===== src/hdl/rtc_alarm_pkg.sv =====
// Constants and carrier types for the alarm, timer and frequency-output block
package rtc_alarm_pkg;
	localparam logic [3:0] ADDR_ALARM_MINUTE = 4'h7;
	localparam logic [3:0] ADDR_ALARM_HOUR = 4'h8;
	localparam logic [3:0] ADDR_ALARM_WEEKDAY = 4'h9;
	localparam logic [3:0] ADDR_ALARM_DAY = 4'hA;
	localparam logic [3:0] ADDR_FREQ_OUTPUT = 4'hB;
	localparam logic [3:0] ADDR_TIMER_SOURCE = 4'hC;
	localparam logic [3:0] ADDR_INTERVAL = 4'hD;
	localparam logic [3:0] ADDR_IRQ_CTRL = 4'hE;
	localparam logic [3:0] ADDR_CLOCK_CTRL = 4'hF;
	// Field positions
	localparam int ALARM_MASK_BIT = 7;
	localparam int FREQ_ENABLE_BIT = 7;
	localparam int FREQ_SRC_SEL1_BIT = 4;
	localparam int FREQ_SRC_SEL0_BIT = 3;
	localparam int FREQ_DIV_LSB = 0;
	localparam int RUN_BIT = 7;
	localparam int TIMER_SRC_SEL1_BIT = 5;
	localparam int TIMER_SRC_SEL0_BIT = 4;
	localparam int TIMER_IRQ_EN_BIT = 0;
	localparam int ALARM_IRQ_EN_BIT = 1;
	localparam int TIMER_FLAG_BIT = 2;
	localparam int ALARM_FLAG_BIT = 3;
	localparam int PULSE_MODE_BIT = 4;
	localparam int HOLD_BIT = 3;
	localparam int CNT_RESET_BIT = 4;
	// Registers power up undefined; zero is the chosen reset value
	localparam logic [7:0] REG_RESET = 8'h00;
	// Timing
	localparam int CLK_PERIOD_NS = 50;
	localparam int RTN_SHORT_NS = 122_000;
	localparam int RTN_MID_NS = 7_810_000;
	localparam int RTN_LONG_NS = 500_000_000;
	localparam int RTN_SHORT_CYC = RTN_SHORT_NS / CLK_PERIOD_NS;
	localparam int RTN_MID_CYC = RTN_MID_NS / CLK_PERIOD_NS;
	localparam int RTN_LONG_CYC = RTN_LONG_NS / CLK_PERIOD_NS;
	localparam int RTN_W = 24;
	localparam int DIV_W = 16;
	localparam logic [5:0] SECONDS_LAST = 6'h3B;

	typedef struct packed {
		logic [7:0] minute;
		logic [7:0] hour;
		logic [7:0] weekday;
		logic [7:0] day;
	} cal_time_t;

	typedef struct packed {
		logic en;
		logic [3:0] addr;
		logic [7:0] data;
	} reg_wr_t;

	// Divider ratio for the three low frequency select bits
	function automatic logic [4:0] freq_ratio(input logic [2:0] sel);
		logic [4:0] r;
		r = 5'h01;
		unique case (sel)
			3'h0: r = 5'h01;
			3'h1: r = 5'h02;
			3'h2: r = 5'h03;
			3'h3: r = 5'h06;
			3'h4: r = 5'h05;
			3'h5: r = 5'h0A;
			3'h6: r = 5'h0F;
			3'h7: r = 5'h1E;
		endcase
		return r;
	endfunction
endpackage


===== src/hdl/rtc_alarm_timer.sv =====
// Alarm compare, interval timer, frequency output and control bits
// Notes on behaviour
// - Weekday bits 0..6 are Sunday..Saturday, multi-select.
// - Alarm bit 7 clear means compare field.
// - Alarm bit 7 set means field always matches.
// - Timer source codes 0, 2, 1, 3 pick 4096, 64, 1 Hz, minute.
// - Count reaching zero raises event, reloads, continues.
// - Writing interval register loads preset and count.
// - Interval register keeps written value as storage.
// - Run bit clear holds preset in counter.
// - Frequency source picks 32768, 1024, 32, 1 Hz.
// - Low frequency bits divide by 1,2,3,6,5,10,15,30.
// - Frequency enable clear keeps pin released.
// - Level mode holds pin low until flag cleared.
// - Repetitive mode releases pin after return time.
// - Flags set by events, cleared only by zero.
// - Counter reset clears dividers; chip-enable low clears it.
// - Hold stops seconds, one missed step applied later.
// - Return times 0.122, 7.81, 500, 0.122 ms.
// - Alarm checked when seconds carry into minutes.
`timescale 1ns/100ps
module rtc_alarm_timer
	import rtc_alarm_pkg::*;
#(
	parameter int unsigned RTN_MID_CYCLES = RTN_MID_CYC,
	parameter int unsigned RTN_LONG_CYCLES = RTN_LONG_CYC
)
(
	input wire logic mclk,
	input wire logic reset,
	input wire logic osc_in,
	input wire reg_wr_t reg_wr,
	input wire logic [3:0] rd_addr,
	input wire logic ce_fall,
	input wire cal_time_t cal,
	input wire logic sec_carry,
	output logic [7:0] rd_data,
	output logic sec_inc,
	output logic clock_func_reset,
	output logic irq_out_n,
	output logic irq_out_n_oe
);

	logic osc_s1_q, osc_s2_q, osc_s3_q;
	logic osc_edge;
	logic [DIV_W-1:0] div_q;
	logic [5:0] sec_cnt_q;
	logic tick_4096, tick_64, tick_1hz, tick_min;
	logic [7:0] alarm_q [0:3];
	logic [1:0] alarm_idx;
	logic [7:0] freq_sel_q, timer_sel_q, preset_q, count_q;
	logic [7:0] ctrl1_q, ctrl2_q;
	logic af_q, tf_q;
	logic wr_e, wr_f;
	logic [1:0] tsel, fsel;
	logic timer_tick, timer_event;
	logic [3:0] field_match;
	logic alarm_event;
	logic [RTN_W-1:0] rtn_len, rtn_cnt_q;
	logic fhalf;
	logic [4:0] fcnt_q, ratio;
	logic wave_q;
	logic pend_q;
	logic timer_irq_enable, alarm_irq_enable, pulse_mode, fe, hold, cnt_reset;
	logic drive_low;

	assign timer_irq_enable = ctrl1_q[TIMER_IRQ_EN_BIT];
	assign alarm_irq_enable = ctrl1_q[ALARM_IRQ_EN_BIT];
	assign pulse_mode = ctrl1_q[PULSE_MODE_BIT];
	assign fe = freq_sel_q[FREQ_ENABLE_BIT];
	assign hold = ctrl2_q[HOLD_BIT];
	assign cnt_reset = ctrl2_q[CNT_RESET_BIT];
	assign wr_e = reg_wr.en && reg_wr.addr == ADDR_IRQ_CTRL;
	assign wr_f = reg_wr.en && reg_wr.addr == ADDR_CLOCK_CTRL;

	////////////////////////////////////////////////////////////////////////
	// Oscillator sampling and divider chain

	always_ff @(posedge mclk)
	begin
		if (reset)
		begin
			osc_s1_q <= 1'b0;
			osc_s2_q <= 1'b0;
			osc_s3_q <= 1'b0;
		end
		else
		begin
			osc_s1_q <= osc_in;
			osc_s2_q <= osc_s1_q;
			osc_s3_q <= osc_s2_q;
		end
	end

	// Both oscillator edges count, so the divider runs at 65536 Hz
	assign osc_edge = osc_s2_q ^ osc_s3_q;

	always_ff @(posedge mclk)
	begin
		if (reset || cnt_reset)
			div_q <= '0;
		else if (osc_edge)
			div_q <= div_q + 1'b1;
	end

	assign tick_4096 = osc_edge && (&div_q[3:0]);
	assign tick_64 = osc_edge && (&div_q[9:0]);
	assign tick_1hz = osc_edge && (&div_q);
	assign tick_min = tick_1hz && sec_cnt_q == SECONDS_LAST;

	always_ff @(posedge mclk)
	begin
		if (reset || cnt_reset)
			sec_cnt_q <= '0;
		else if (tick_min)
			sec_cnt_q <= '0;
		else if (tick_1hz)
			sec_cnt_q <= sec_cnt_q + 1'b1;
	end

	////////////////////////////////////////////////////////////////////////
	// Register file

	assign alarm_idx = 2'(reg_wr.addr - ADDR_ALARM_MINUTE);

	always_ff @(posedge mclk)
	begin
		if (reset)
		begin
			for (int i = 0; i < 4; i++)
				alarm_q[i] <= REG_RESET;
			freq_sel_q <= REG_RESET;
			timer_sel_q <= REG_RESET;
			preset_q <= REG_RESET;
			ctrl1_q <= REG_RESET;
		end
		else if (reg_wr.en)
		begin
			if (reg_wr.addr >= ADDR_ALARM_MINUTE
				&& reg_wr.addr <= ADDR_ALARM_DAY)
				alarm_q[alarm_idx] <= reg_wr.data;
			if (reg_wr.addr == ADDR_FREQ_OUTPUT)
				freq_sel_q <= reg_wr.data;
			if (reg_wr.addr == ADDR_TIMER_SOURCE)
				timer_sel_q <= reg_wr.data;
			if (reg_wr.addr == ADDR_INTERVAL)
				preset_q <= reg_wr.data;
			if (wr_e)
				ctrl1_q <= reg_wr.data;
		end
	end

	// Counter reset bit also drops when chip enable falls
	always_ff @(posedge mclk)
	begin
		if (reset)
			ctrl2_q <= REG_RESET;
		else if (wr_f)
			ctrl2_q <= reg_wr.data;
		else if (ce_fall)
			ctrl2_q[CNT_RESET_BIT] <= 1'b0;
	end

	// Interval register reads back the preset, not the live count
	always_ff @(posedge mclk)
	begin
		if (reset)
			rd_data <= '0;
		else
		begin
			unique case (rd_addr)
				ADDR_ALARM_MINUTE: rd_data <= alarm_q[0];
				ADDR_ALARM_HOUR: rd_data <= alarm_q[1];
				ADDR_ALARM_WEEKDAY: rd_data <= alarm_q[2];
				ADDR_ALARM_DAY: rd_data <= alarm_q[3];
				ADDR_FREQ_OUTPUT: rd_data <= freq_sel_q;
				ADDR_TIMER_SOURCE: rd_data <= timer_sel_q;
				ADDR_INTERVAL: rd_data <= preset_q;
				ADDR_IRQ_CTRL:
				begin
					rd_data <= ctrl1_q;
					rd_data[ALARM_FLAG_BIT] <= af_q;
					rd_data[TIMER_FLAG_BIT] <= tf_q;
				end
				ADDR_CLOCK_CTRL: rd_data <= ctrl2_q;
				default: rd_data <= '0;
			endcase
		end
	end

	////////////////////////////////////////////////////////////////////////
	// Alarm compare

	// Masked fields always match; weekday matches on any common day bit
	assign field_match[0] = alarm_q[0][ALARM_MASK_BIT]
		|| alarm_q[0][6:0] == cal.minute[6:0];
	assign field_match[1] = alarm_q[1][ALARM_MASK_BIT]
		|| alarm_q[1][5:0] == cal.hour[5:0];
	assign field_match[2] = alarm_q[2][ALARM_MASK_BIT]
		|| (|(alarm_q[2][6:0] & cal.weekday[6:0]));
	assign field_match[3] = alarm_q[3][ALARM_MASK_BIT]
		|| alarm_q[3][5:0] == cal.day[5:0];
	assign alarm_event = sec_carry && (&field_match);

	////////////////////////////////////////////////////////////////////////
	// Interval timer

	assign tsel = {timer_sel_q[TIMER_SRC_SEL0_BIT],
		timer_sel_q[TIMER_SRC_SEL1_BIT]};

	always_comb
	begin
		timer_tick = 1'b0;
		rtn_len = RTN_W'(RTN_SHORT_CYC);
		unique case (tsel)
			2'h0: timer_tick = tick_4096;
			2'h1:
			begin
				timer_tick = tick_64;
				rtn_len = RTN_W'(RTN_MID_CYCLES);
			end
			2'h2:
			begin
				timer_tick = tick_1hz;
				rtn_len = RTN_W'(RTN_LONG_CYCLES);
			end
			2'h3: timer_tick = tick_min;
		endcase
	end

	assign timer_event = timer_sel_q[RUN_BIT] && timer_tick
		&& count_q <= 8'h01 && !(reg_wr.en && reg_wr.addr == ADDR_INTERVAL);

	always_ff @(posedge mclk)
	begin
		if (reset)
			count_q <= REG_RESET;
		else if (reg_wr.en && reg_wr.addr == ADDR_INTERVAL)
			count_q <= reg_wr.data;
		else if (!timer_sel_q[RUN_BIT])
			count_q <= preset_q;
		else if (timer_event)
			count_q <= preset_q;
		else if (timer_tick)
			count_q <= count_q - 1'b1;
	end

	// Set wins over a clear in the same cycle; writing one does nothing
	always_ff @(posedge mclk)
	begin
		if (reset)
		begin
			af_q <= 1'b0;
			tf_q <= 1'b0;
		end
		else
		begin
			if (alarm_event)
				af_q <= 1'b1;
			else if (wr_e && !reg_wr.data[ALARM_FLAG_BIT])
				af_q <= 1'b0;
			if (timer_event)
				tf_q <= 1'b1;
			else if (wr_e && !reg_wr.data[TIMER_FLAG_BIT])
				tf_q <= 1'b0;
		end
	end

	always_ff @(posedge mclk)
	begin
		if (reset)
			rtn_cnt_q <= '0;
		else if (timer_event && pulse_mode)
			rtn_cnt_q <= rtn_len;
		else if (rtn_cnt_q != '0)
			rtn_cnt_q <= rtn_cnt_q - 1'b1;
	end

	////////////////////////////////////////////////////////////////////////
	// Frequency output

	assign fsel = {freq_sel_q[FREQ_SRC_SEL1_BIT],
		freq_sel_q[FREQ_SRC_SEL0_BIT]};
	assign ratio = freq_ratio(freq_sel_q[FREQ_DIV_LSB+2:FREQ_DIV_LSB]);

	// Half-period ticks of the chosen source
	always_comb
	begin
		fhalf = 1'b0;
		unique case (fsel)
			2'h0: fhalf = osc_edge;
			2'h1: fhalf = osc_edge && (&div_q[4:0]);
			2'h2: fhalf = osc_edge && (&div_q[9:0]);
			2'h3: fhalf = osc_edge && (&div_q[14:0]);
		endcase
	end

	// Odd ratios still give an even duty; each output half spans ratio source half-periods
	always_ff @(posedge mclk)
	begin
		if (reset || cnt_reset)
		begin
			fcnt_q <= '0;
			wave_q <= 1'b1;
		end
		else if (fhalf)
		begin
			if (fcnt_q >= ratio - 5'h01)
			begin
				fcnt_q <= '0;
				wave_q <= !wave_q;
			end
			else
				fcnt_q <= fcnt_q + 5'h01;
		end
	end

	////////////////////////////////////////////////////////////////////////
	// Hold of the seconds step

	always_ff @(posedge mclk)
	begin
		if (reset)
			pend_q <= 1'b0;
		else if (hold && tick_1hz)
			pend_q <= 1'b1;
		else if (!hold)
			pend_q <= 1'b0;
	end

	always_ff @(posedge mclk)
	begin
		if (reset)
		begin
			sec_inc <= 1'b0;
			clock_func_reset <= 1'b0;
		end
		else
		begin
			sec_inc <= !hold && (tick_1hz || pend_q);
			clock_func_reset <= cnt_reset;
		end
	end

	////////////////////////////////////////////////////////////////////////
	// Open-drain interrupt pin

	assign drive_low = (timer_irq_enable && (pulse_mode ? rtn_cnt_q != '0 : tf_q))
		|| (alarm_irq_enable && af_q)
		|| (fe && !alarm_irq_enable && !timer_irq_enable && !wave_q);

	always_ff @(posedge mclk)
	begin
		if (reset)
		begin
			irq_out_n <= 1'b0;
			irq_out_n_oe <= 1'b0;
		end
		else
		begin
			irq_out_n <= 1'b0;
			irq_out_n_oe <= drive_low;
		end
	end

	////////////////////////////////////////////////////////////////////////
	// Checks

	a_pin_never_high: assert property (@(posedge mclk) disable iff (reset)
		irq_out_n_oe |-> !irq_out_n) else $error("pin driven high");
	a_flag_write_one: assert property (@(posedge mclk) disable iff (reset)
		wr_e && reg_wr.data[TIMER_FLAG_BIT] && tf_q |=> tf_q)
		else $error("timer flag lost on write of one");
	a_alarm_sets_flag: assert property (@(posedge mclk) disable iff (reset)
		sec_carry && alarm_q[0][7] && alarm_q[1][7] && alarm_q[2][7]
		&& alarm_q[3][7] |=> af_q)
		else $error("fully masked alarm did not fire");
	a_preset_load: assert property (@(posedge mclk) disable iff (reset)
		reg_wr.en && reg_wr.addr == ADDR_INTERVAL
		|=> count_q == $past(reg_wr.data) && preset_q == count_q)
		else $error("interval write not loaded");
	a_stopped_holds: assert property (@(posedge mclk) disable iff (reset)
		!timer_sel_q[RUN_BIT] ##1 !timer_sel_q[RUN_BIT]
		|-> count_q == $past(preset_q, 1) || $past(reg_wr.en))
		else $error("stopped counter moved");
	a_reload_event: assert property (@(posedge mclk) disable iff (reset)
		timer_event |=> tf_q && count_q == $past(preset_q))
		else $error("no reload after zero");
	a_level_low: assert property (@(posedge mclk) disable iff (reset)
		timer_irq_enable && !pulse_mode && tf_q && !wr_e |=> irq_out_n_oe)
		else $error("level interrupt released early");
	a_hold_no_step: assert property (@(posedge mclk) disable iff (reset)
		hold && tick_1hz |=> !sec_inc ##1 pend_q || !hold)
		else $error("seconds stepped during hold");
	a_ce_clears_reset: assert property (@(posedge mclk) disable iff (reset)
		ce_fall && !wr_f |=> !cnt_reset ##1 !clock_func_reset)
		else $error("counter reset not cleared");
	a_freq_off: assert property (@(posedge mclk) disable iff (reset)
		!fe && !alarm_irq_enable && !timer_irq_enable |=> !irq_out_n_oe)
		else $error("pin driven with output disabled");

endmodule


===== config.mk =====
export PLATFORM = sky130hd
export DESIGN_NAME = rtc_alarm_timer
export DESIGN_NICKNAME = d
export VERILOG_FILES = /design/src/hdl/rtc_alarm_pkg.sv /design/src/hdl/rtc_alarm_timer.sv
export SDC_FILE = /design/constraint.sdc
export NUM_CORES = 1
export LEC_CHECK = 0
export BUFFER_PORTS_ARGS = -buffer_cell sky130_fd_sc_hd__buf_2
export CAP_MARGIN = 10
export CORE_ASPECT_RATIO = 1.1
export CORE_MARGIN = 2
export CORE_UTILIZATION = 35
export DETAILED_ROUTE_END_ITERATION = 7
export GPL_ROUTABILITY_DRIVEN = 0
export PLACE_DENSITY = 0.54
export SYNTH_ARGS = -nofsm -noshare
export SYNTH_HDL_FRONTEND = slang
export SYNTH_SLANG_ARGS = --single-unit

===== constraint.sdc =====
create_clock -name mclk -period 8.55 [get_ports mclk]
set_clock_uncertainty 0.15 [all_clocks]
set_input_delay 0.4275 -clock mclk [delete_from_list [all_inputs] [get_ports mclk]]
set_output_delay 0.4275 -clock mclk [all_outputs]
set_load 0.02 [all_outputs]

After elaboration in Yosys (flattened, before gate mapping)
Memory sizes are Yosys's and may differ from the RTL's. A register that Yosys moved wholly into a read port is not among the register bits.
Cells that the tools add are included.

word-level totals
  bits in latches = 0
  logic and storage cells = 154
  memory bits (writable) = 32
  bits in read-only memories = 40
  register bits after elaboration = 117
  memories = 2
  output and inout port bits = 12
  input bits = 54

operators by class
  reductions and logical operators = 60
  multipliers = 0
  add/subtract/negate cells = 7
  equal/unequal tests = 26
  divide/modulo/power cells = 0
  multiplexer cells = 31
  shifts and indexed selects = 0
  magnitude comparators = 4
  bitwise logic cells = 2

memory list
  name              words  bits a word  read ports  clocked after memory_dff  write ports  RTL line               text
  (name not given)  8      5            1           1                         0            rtc_alarm_pkg.sv:59    unique case (sel)
  alarm_q           4      8            4           0                         4            rtc_alarm_timer.sv:49  logic [7:0] alarm_q [0:3];

operators with widths
  cell                   count
  $pmux 8 s9             1
  $eq 4x4->1 const B     13
  $mux 24                2
  $pmux 24 s2            1
  $mux 8                 5
  $logic_and 1x1->1      24
  $reduce_bool 24->1     1
  $sub 24x1->24 const B  1
  $add 16x1->16 const B  1
  $mux 1                 16
  $reduce_and 16->1      1
  $reduce_and 15->1      1
  $eq 6x6->1             2
  $reduce_and 10->1      1
  $reduce_and 2->1       5
  $eq 2x2->1 const B     4
  $le 8x1->1 const B     1
  $logic_or 1x1->1       8
  $pmux 1 s4             2
  $reduce_and 4->1       2
  $reduce_bool 2->1      4
  $reduce_or 8->1        1
  $sub 8x1->8 const B    1
  $and 7x7->7            1
  22 further kinds       31

Longest topological paths before layout
Gate-level depths: netlist of the first run.

  word-level depth = 10
  mapped depth = 9
  mapped depth without buffers = 9

Worst setup path after synthesis of the first run
OpenSTA, ideal clock, no wires.

  kind = flip-flop to flip-flop
  start point = register count_q[2]
  end point = register count_q[0]
  setup slack = 5.806 ns
  clock period less this slack = 2.744 ns
  buffers on the path = 0
  arrival time = 2.503 ns
  required time = 8.309 ns
  cell stages (with the launch flop) = 7
  library setup time = 0.091 ns
  cells stage by stage = dfxtp_1 or4_4 or4_4 or3_4 o22ai_4 mux2_2 a311oi_1

on the way
  word-level cells in the longest chain between the ends = 6
  elaborated cells between the ends (all ways) = 7
  those cells by class = order compare (1); eq/ne (1); mux (3); reduce/logical (2)

ends and longest elaborated chain
  item                              RTL line                text
  start, declared                   rtc_alarm_timer.sv:51   logic [7:0] freq_sel_q, timer_sel_q, preset_q, count_q;
  start signal, assigned            rtc_alarm_timer.sv:239  count_q <= reg_wr.data;
  start signal, assigned            rtc_alarm_timer.sv:241  count_q <= preset_q;
  start signal, assigned            rtc_alarm_timer.sv:243  count_q <= preset_q;
  $le 8x1->1 *                      rtc_alarm_timer.sv:232  && count_q <= 8'h01 && !(reg_wr.en && reg_wr.addr == ADDR_INTERVAL);
  $logic_and 1x1->1 * (2 in a row)  rtc_alarm_timer.sv:232
  $mux 8                            rtc_alarm_timer.sv:242  else if (timer_event)
  $mux 8                            rtc_alarm_timer.sv:240  else if (!timer_sel_q[RUN_BIT])
  $mux 8                            rtc_alarm_timer.sv:238  else if (reg_wr.en && reg_wr.addr == ADDR_INTERVAL)

Every way passes the cells marked *; elsewhere a longest branch is shown, timed or not.
A chain may end at the register's enable or synchronous reset.

Worst setup path in the final report of the first run
  start point = register rtn_cnt_q[9]
  end point = register irq_out_n_oe

on the way
  word-level cells in the longest chain between the ends = 5

ends and longest elaborated chain
  item                    RTL line                text
  start, declared         rtc_alarm_timer.sv:59   logic [RTN_W-1:0] rtn_len, rtn_cnt_q;
  start signal, assigned  rtc_alarm_timer.sv:274  rtn_cnt_q <= rtn_len;
  start signal, assigned  rtc_alarm_timer.sv:276  rtn_cnt_q <= rtn_cnt_q - 1'b1;
  $reduce_bool 24->1      rtc_alarm_timer.sv:348  assign drive_low = (timer_irq_enable && (pulse_mode ? rtn_cnt_q != '0 : tf_q))
  $mux 1                  rtc_alarm_timer.sv:348
  $logic_and 1x1->1       rtc_alarm_timer.sv:348
  $logic_or 1x1->1        rtc_alarm_timer.sv:349  || (alarm_irq_enable && af_q)
  $logic_or 1x1->1        rtc_alarm_timer.sv:350  || (fe && !alarm_irq_enable && !timer_irq_enable && !wave_q);
  end signal, assigned    rtc_alarm_timer.sv:362  irq_out_n_oe <= drive_low;
  end, declared           rtc_alarm_timer.sv:41   output logic irq_out_n_oe

No other way between the ends.

==> metrics.md, run 1 <==
| Metric | Value |
|---|---|
| Max Clk Rate | 312 MHz |
| Max_slew headroom | 0.270 |
| Syn_nets | 913 |
| Final Max Slew Viols | 0 |
| Diode count | 0 |
| Fin Setup TNS | 0 ns |
| Ys Warns | 0 |
| Worst hold-check path type | primary input to flop |
| Worst slew pin tran | 1.08 ns |
| Largest net degree at the start of global routing | just over 70 |
| First-pass iteration count of the detailed router | 4 |
| Register area share after synthesis | 0.439 |
| Crit Path Max Fanout | 9 |
| Port Buffers | between 50 and 60 |
| PwrDens | 226 nW/um2 |
| WP depth | 6 |
| CTS sink cnt | roughly 150 |
| Layout cells sized above 1 | 0.132 |
| Worst EP required | 8.70 ns |
| Reg-to-reg slack, setup | 5.35 ns |
| DP Worst Slack | 5.25 ns |
| RSZ-0062 raised after global routing | no |
| H-tree levels | 4 |
| Root Driver | clkbuf_16 |
| CTS tree | yes |
| Clock-pin slew on the worst setup and hold paths | 0.07 ns |
| Crit path to | irq_out_n_oe |
| Detailed-route via count | roughly 6000 |
| Synthesized area | around 7700 um2 |
| Die Height | ~160 um |
| Kind of start point of the critical path | flop |
| Worst-skew pair later-pin latency | 0.42 ns |
| Pleak | 3.29 nW |
| Worst VDD drop | between 0.00015 and 0.0002 V |
| CP Launch Point | rtn_cnt_q[9] |
| Iteration-0 DRC Markers | 333 |
| Worst r2r src | rtn_cnt_q[9] |
| Post-synth top flop | dfxtp_1 |
| Critical path type | flop to flop |
| Worst-path cell chain | or4_1 > nand4bb_1 > nor3_1 > a21oi_1 > a221oi_1 > nor2_1 |
| Postcts setup bufs | 0 |
| Number of enable flip-flop cells after synthesis | 32 |
| Die Footprint | 23100 um2 |
| Post-cts sizing count | 0 |
| Post-Syn Instances | 836 |
| Final setup fails | 0 |
| Crit-path max cell delay | 0.87 ns |
| Post-DP HPWL | 13.9 mm |
| Ratio of final minimum period to clock period | 0.374 |
| Post-DRT Antenna Nets | 0 |
| FF+latch count, synth | between 150 and 200 |
| Distinct cells, synth | 72 |
| Outcome | finished, final reports clean |
| DRC Markers | 0 |
| Post-synth ARST share | 0 |
| Vias in the first global route | 5817 |
| Syn avg cell area | 9.17 um2 |
| NumNets Final | 956 |
| Vias per Instance | 5.06 |
| Hold Vio Cnt, Final | 0 |
| Worst EP arrival | 3.35 ns |
| Clock Path Buffers | 2 |
| Synth-to-Final Area Change | 14.3% |
| Final WL | 19.6 mm |
| Die W | 145 um |
| Initial Utilization | 0.357 |
| Total gr overflow | 0 |
| Initial antenna violation count | 0 |
| IO Count | 66 |
| Final min period | 3.20 ns |
| Worst path slowest cell | nor3_1 |
| Drt wl/cell | roughly 17 um |
| Worst setup EP type | flop |
| R2R depth | 6 |
| CP top delay family | simple AND/OR/NAND/NOR gates |
| Setup ws final | roughly 5.3 ns |
| Core ar. | 21400 um2 |
| Reg2reg end | irq_out_n_oe |
| GRT Resource Usage Total | 0.171 |
| CTS buffer count | 17 |
| Max Cap Viol | 0 |
| First-pass GRT wire length | 31.6 mm |
| # hold bufs at CTS | 0 |
| Placement Rows | 56 |
| Buf/Inv on CP | 0 |
[routing by layer]
layer,global-route usage,vias up,routed length (um)
met4,0.0450,0,196
met2,0.290,104,9490
li1,-,3047,-
met3,0.0315,17,635
met1,0.225,2818,9250
met5,0,-,0
[through the flow]
| step | util | power [mW] | area, um2 | hold slack (ns) | std cells |
|---|---|---|---|---|---|
| final | 0.408 | 1.98 | 8760 | 0.0626 | 1182 |
| after global routing | 0.408 | 2.09 | 8760 | 0.0744 | 1182 |
| after CTS | 0.408 | 2.00 | 8760 | 0.0390 | 1182 |
| after detailed placement | 0.381 | 1.24 | 8170 | 0.275 | 1150 |
| after global placement | 0.381 | 1.23 | 8170 | 0.266 | 1150 |
| after floorplan | - | 1.15 | 7660 | 0.264 | 836 |
[cell families (layout without fill, tap and decap cells)]
logic type | after synthesis | in the layout | synth area share
AOI/OAI and AO/OA | 151 | 151 | 0.130
DFF | 152 | 152 | 0.439
adders and majority gates | 23 | 23 | 0.0376
xor gates and xnor gates | 68 | 68 | 0.0777
buffers and inverters | 57 | 113 | 0.0322
other | 1 | 1 | 0.000489
muxes | 36 | 36 | 0.0572
and+or+nand+nor | 348 | 348 | 0.226
[how the worst min path moves through the flow]
| stage | startpoint | to | slack [ns] | cells after the start |
|---|---|---|---|---|
| 6_report | osc_in | osc_s1_q | 0.06 | 2 |
| 5_1_grt | osc_in | osc_s1_q | 0.07 | 2 |
| 4_1_cts | osc_in | osc_s1_q | 0.04 | 2 |
| 3_5_place_dp | osc_s1_q | osc_s2_q | 0.27 | 1 |
| 3_3_place_gp | osc_s1_q | osc_s2_q | 0.27 | 1 |
| 2_1_floorplan | osc_s1_q | osc_s2_q | 0.26 | 1 |
[layout by cell type (no fill, tap or decap), types with 5 or more instances in the layout]
cell type and instances:
nand3_1 13, dfxtp_1 120, and3_1 7, xnor2_1 36, mux4_2 5, a221oi_1 6, clkbuf_16 17, mux2i_1 25
o21ai_0 16, a31oi_1 14, nor3_1 20, clkinvlp_4 5, nand2_1 110, or3_1 10, nor2b_1 11, edfxtp_1 32
nand2b_1 5, nor2_1 80, nor3b_1 7, o31ai_1 13, inv_1 20, ha_1 23, nor4_1 10, nand4_1 11
buf_2 58, xor2_1 32, inv_6 5, or4_1 5, a21oi_1 57, and2_1 39
[layout make-up]
type	count	area, um2
flip-flops and latches	152	3360
clock inverters	14	161
multi-input cells	627	4050
clock buffers	18	429
well taps	290	363
inverters	20	75.1
fillers	2178	12700
repair buffers	61	313
[synth_stat cells, types with 6 or more instances]
cell type / number / share of area
edfxtp_1: 32 / 0.13
xnor2_1: 36 / 0.041
nand3_1: 13 / 0.0085
a21oi_1: 57 / 0.037
o21ai_0: 16 / 0.010
clkbuf_1: 23 / 0.011
dfxtp_1: 120 / 0.31
or3_1: 10 / 0.0082
nor4_1: 10 / 0.0082
nor3_1: 20 / 0.013
nor3b_1: 7 / 0.0069
nand4_1: 11 / 0.0090
a31oi_1: 14 / 0.011
and2_1: 39 / 0.032
and3_1: 7 / 0.0057
mux2i_1: 25 / 0.033
o31ai_1: 13 / 0.013
xor2_1: 32 / 0.037
ha_1: 23 / 0.038
nand2_1: 110 / 0.054
nor2_1: 80 / 0.039
inv_1: 20 / 0.0098
nor2b_1: 11 / 0.0090
a221oi_1: 6 / 0.0069
[sequential cells by signal, indices dropped and copies added, names as in the netlist, 5 cells and up]
name and count:
alarm_q 32, rtn_cnt_q 24, div_q 16, count_q 8
ctrl2_q 8, freq_sel_q 8, preset_q 8, rd_data 8
timer_sel_q 8, ctrl1_q 6, sec_cnt_q 6, fcnt_q 5
ratio 5
[where the power goes]
group	switching, mW	total, mW	internal [mW]
clock	0.323	0.760	0.437
combinational	0.215	0.385	0.170
sequential	0.0475	0.836	0.789
No activity file was read; power rests on OpenSTA's default activity.
==> run 2, diff against run 1 <==
--- a/config.mk
+++ b/config.mk
@@ -5,6 +5,7 @@
 export SDC_FILE = /design/constraint.sdc
 export NUM_CORES = 1
 export LEC_CHECK = 0
+export ABC_AREA = 1
 export BUFFER_PORTS_ARGS = -buffer_cell sky130_fd_sc_hd__buf_2
 export CAP_MARGIN = 10
 export CORE_ASPECT_RATIO = 1.1
==> constraint.sdc (replaced) <==
create_clock -name mclk -period 3 [get_ports mclk]
set_clock_uncertainty 0.15 [all_clocks]
set_input_delay 0.15 -clock mclk [delete_from_list [all_inputs] [get_ports mclk]]
set_output_delay 0.15 -clock mclk [all_outputs]
set_load 0.02 [all_outputs]
==> run 2 against run 1 <==
  * Final cell count grew 17%
  * Non-clock buffer count up 23
  * Highest routed layer unchanged
  * Sequential power grew to 2.9 times the previous value
  * Clock power grew to 2.7 times the previous value
==> metrics.md, run 2 <==
| Metric | Value |
|---|---|
| Vias in the first global route | 6068 (was 5817) |
| Die Height | 159 um (about the same) |
| Synth-to-Final Area Change | 17.5% (was 14.3%) |
| First-pass GRT wire length | 31.8 mm (was 31.6 mm) |
| Fillers | 2193 (was 2178) |
| Worst VDD drop | 0.000408 V (was 0.000153 V) |
| Core ar. | 21300 um2 (was 21400 um2) |
| R2R depth | 12 (was 6) |
| Final min period | 2.47 ns (was 3.20 ns) |
| Fin Setup TNS | 0 ns (unchanged) |
| Yosys top cell by area | dfxtp_1 (unchanged) |
| NumNets Final | 1158 (was 956) |
| Kind of start point of the critical path | flop (unchanged) |
| H-tree levels | 4 (unchanged) |
| Clock Path Buffers | 2 (unchanged) |
| Die W | 145 um (about the same) |
| XOR/XNOR Fraction of Synth Area | 0.0460 (was 0.0777) |
| Post-DRT Antenna Nets | 0 (unchanged) |
| Simple-gate share of the synthesized area | 0.228 (was 0.226) |
| Hold path depth | 2 (unchanged) |
| Post-synth top flop | dfxtp_1 (unchanged) |
| Root Driver | clkbuf_16 (unchanged) |
| Multiplexer share of the synthesized area | 0 (was 0.0572) |
| FF+latch count, synth | 152 (unchanged) |
| Reg2reg end | count_q[7] (was irq_out_n_oe) |
| Max Clk Rate | 405 MHz (was 312 MHz) |
| CTS tree | yes (unchanged) |
| Total gr overflow | 0 (unchanged) |
| Post-Syn Instances | 997 (was 836) |
| Worst EP arrival | 2.65 ns (was 3.35 ns) |
| Post-DP HPWL | 15.2 mm (was 13.9 mm) |
| Post-synth ARST share | 0 (unchanged) |
| Final WL | 20.3 mm (was 19.6 mm) |
| Initial antenna violation count | 0 (unchanged) |
| Largest register FFs | 32 (unchanged) |
| Register area share after synthesis | 0.442 (was 0.439) |
| Largest net degree at the start of global routing | 21 (was 72) |
| Crit-path max cell delay | 0.35 ns (was 0.87 ns) |
| Reg-to-reg slack, setup | 0.53 ns (was 5.35 ns) |
| Post-synth top cells | 151 x inv_1, 151 x nand2_1, 134 x nor2_1 (was 120 x dfxtp_1, 110 x nand2_1, 80 x nor2_1) |
| WHS Endpoint | alarm_q[2][2] (was osc_s1_q) |
| Synth Area in Compound Gates | 0.155 (was 0.130) |
| Hold Vio Cnt, Final | 0 (unchanged) |
| Worst-path cell chain | ha_1 > inv_1 > nor2_4 > nand2_2 > nor2_1 > a21oi_1 > nand3_2 > nand2_1 > nand2_1 > or2_2 > nand3_1 > inv_1 (was or4_1 > nand4bb_1 > nor3_1 > a21oi_1 > a221oi_1 > nor2_1) |
| Worst r2r src | div_q[0] (was rtn_cnt_q[9]) |
| Commonest cells after routing, fill and taps aside | 151 x inv_1, 151 x nand2_1, 134 x nor2_1 (was 120 x dfxtp_1, 110 x nand2_1, 80 x nor2_1) |
| Port Buffers | 58 (unchanged) |
| CTS buffer count | 17 (unchanged) |
| Critical path type | flop to flop (unchanged) |
| Worst setup EP type | flop (unchanged) |
| Post-cts sizing count | 0 (unchanged) |
| Iteration-0 DRC Markers | 448 (was 333) |
| Worst slew pin tran | 0.833 ns (was 1.08 ns) |
| Buf/Inv on CP | 2 (was 0) |
| GRT Resource Usage Total | 0.183 (was 0.171) |
| Combinational family with the most area after synthesis | simple AND/OR/NAND/NOR gates (unchanged) |
| Layout cells sized above 1 | 0.112 (was 0.132) |
| Pleak | 3.83 nW (was 3.29 nW) |
| DRC Markers | 0 (unchanged) |
| Area of placed instances | 8250 um2 (was 8170 um2) |
| Syn_nets | 1074 (was 913) |
| CTS sink cnt | 152 (unchanged) |
| Number of enable flip-flop cells after synthesis | 32 (unchanged) |
| Worst hold-check path type | primary input to flop (unchanged) |
| RSZ-0062 raised after global routing | no (unchanged) |
| Yosys top cell area share | 0.316 (was 0.314) |
| Crit Path Max Fanout | 11 (was 9) |
| Fin area | 8940 um2 (was 8760 um2) |
| Initial Utilization | 0.357 (about the same) |
| Diode count | 0 (unchanged) |
| Worst-skew pair later-pin latency | 0.44 ns (was 0.42 ns) |
| Syn avg cell area | 7.63 um2 (was 9.17 um2) |
| Clock-pin slew on the worst setup and hold paths | 0.07 ns (about the same) |
| Worst EP required | 3.18 ns (was 8.70 ns) |
| Top Registers | alarm_q x32, rtn_cnt_q x24, div_q x16 (unchanged) |
| Hold path startpoint | reg_wr[8] (was osc_in) |
| Largest reg by FF count | alarm_q (unchanged) |
| Distinct cells, synth | 47 (was 72) |
| CP top delay family | simple AND/OR/NAND/NOR gates (unchanged) |
| First-pass iteration count of the detailed router | 5 (was 4) |
| Die Footprint | 22900 um2 (was 23100 um2) |
| Vias per Instance | 4.78 (was 5.06) |
| PwrDens | 671 nW/um2 (was 226 nW/um2) |
| Area share of fa/ha/maj cells after synthesis | 0.0378 (was 0.0376) |
| Final Max Slew Viols | 0 (unchanged) |
| Synthesized area | 7610 um2 (was 7660 um2) |
| Max Cap Viol | 0 (unchanged) |
| Top post-synthesis cells by area | dfxtp_1 32%, edfxtp_1 13%, inv_1 7.4% (was dfxtp_1 31%, edfxtp_1 13%, nand2_1 5.4%) |
| Detailed-route via count | 6616 (was 5986) |
| Ys Warns | 0 (unchanged) |
| IO Count | 66 (unchanged) |
| Placement Rows | 56 (unchanged) |
| Outcome | finished, final reports clean (unchanged) |
| Drt wl/cell | 14.7 um (was 16.6 um) |
| Ratio of final minimum period to clock period | 0.822 (was 0.374) |
| Worst path slowest cell | or2_2 (was nor3_1) |
| Max_slew headroom | 0.443 (was 0.270) |
| Final setup fails | 0 (unchanged) |
[run 2: changes by cell type in the layout (fill, tap and decap cells not counted), moves of 23 or more]
cell     change
mux2i_1     -25
nand2_1     +41
nor2_1      +54
o21ai_0     +46
inv_1      +131
and2_1      -39
nand3_1     +41
a21oi_1     +32
xnor2_1     -23
[run 2: cell type report]
cell class	count	area, um2	share of cell area
Multi-Input combinational cell	672	3560	0.398
Timing Repair Buffer	84	518	0.0579
Clock inverter	14	126	0.0141
Tap cell	290	363	0.0406
Clock buffer	18	429	0.0480
Sequential cell	152	3360	0.376
Inverter	154	578	0.0647
[run 2: cell families (layout without fill, tap and decap cells)]
logic type | count (synthesis) | after routing
buf+inv | 173 | 270
simple gates | 401 | 401
xor+xnor | 40 | 40
other cells | 1 | 1
fa+ha+maj | 23 | 23
compound gates | 207 | 207
flops | 152 | 152
[run 2: repair_timing]
item / in CTS / in global routing
hold buffers: 13 / 0
endpoints found under the hold margin: 27 / 0
setup endpoints to repair: 0 / 0
setup buffers: 0 / 0
[run 2: power breakdown]
group	leakage (nW)	switching [mW]	internal (mW)	total, mW
Combinational	2.29	0.933	0.592	1.52
Clock	0.270	0.958	1.09	2.05
Sequential	1.28	0.141	2.28	2.42
Total	3.83	2.03	3.97	6.00
[run 2: per-layer routing]
metal  wire (um)  track usage  up-vias
met2        9390        0.302      152
met3         804       0.0289       44
met1        9430        0.235     2975
met4         686       0.0841        0
li1            -            -     3445
met5           0            0        -
[run 2: worst reg2reg max path, stage by stage, from the launching register on]
cell	delay, ns
dfxtp_1	0.34
ha_1	0.20
inv_1	0.10
nor2_4	0.07
nand2_2	0.09
nor2_1	0.09
a21oi_1	0.16
nand3_2	0.15
nand2_1	0.32
nand2_1	0.23
or2_2	0.35
nand3_1	0.08
inv_1	0.04
[run 2: through the flow]
stage	setup slack, ns	std cells	hold WS [ns]	util	total power [mW]
2_1_floorplan	0.828	997	0.107	-	3.62
3_3_place_gp	0.517	1339	0.220	0.388	3.97
3_5_place_dp	0.523	1339	0.235	0.388	3.97
4_1_cts	0.513	1384	0.0109	0.420	6.05
5_1_grt	0.276	1384	0.0345	0.420	6.37
6_report	0.533	1384	0.0192	0.420	6.00
[run 2: worst max-delay path by stage]
stage               startpoint       endpoint  cells past startpoint
finish                div_q[0]     count_q[7]                     12
global route          div_q[0]     count_q[7]                     12
CTS                   div_q[0]     count_q[7]                     12
detailed placement    div_q[0]     count_q[7]                     12
global placement      div_q[0]     count_q[7]                     12
floorplan            reg_wr[8]  alarm_q[3][0]                      9
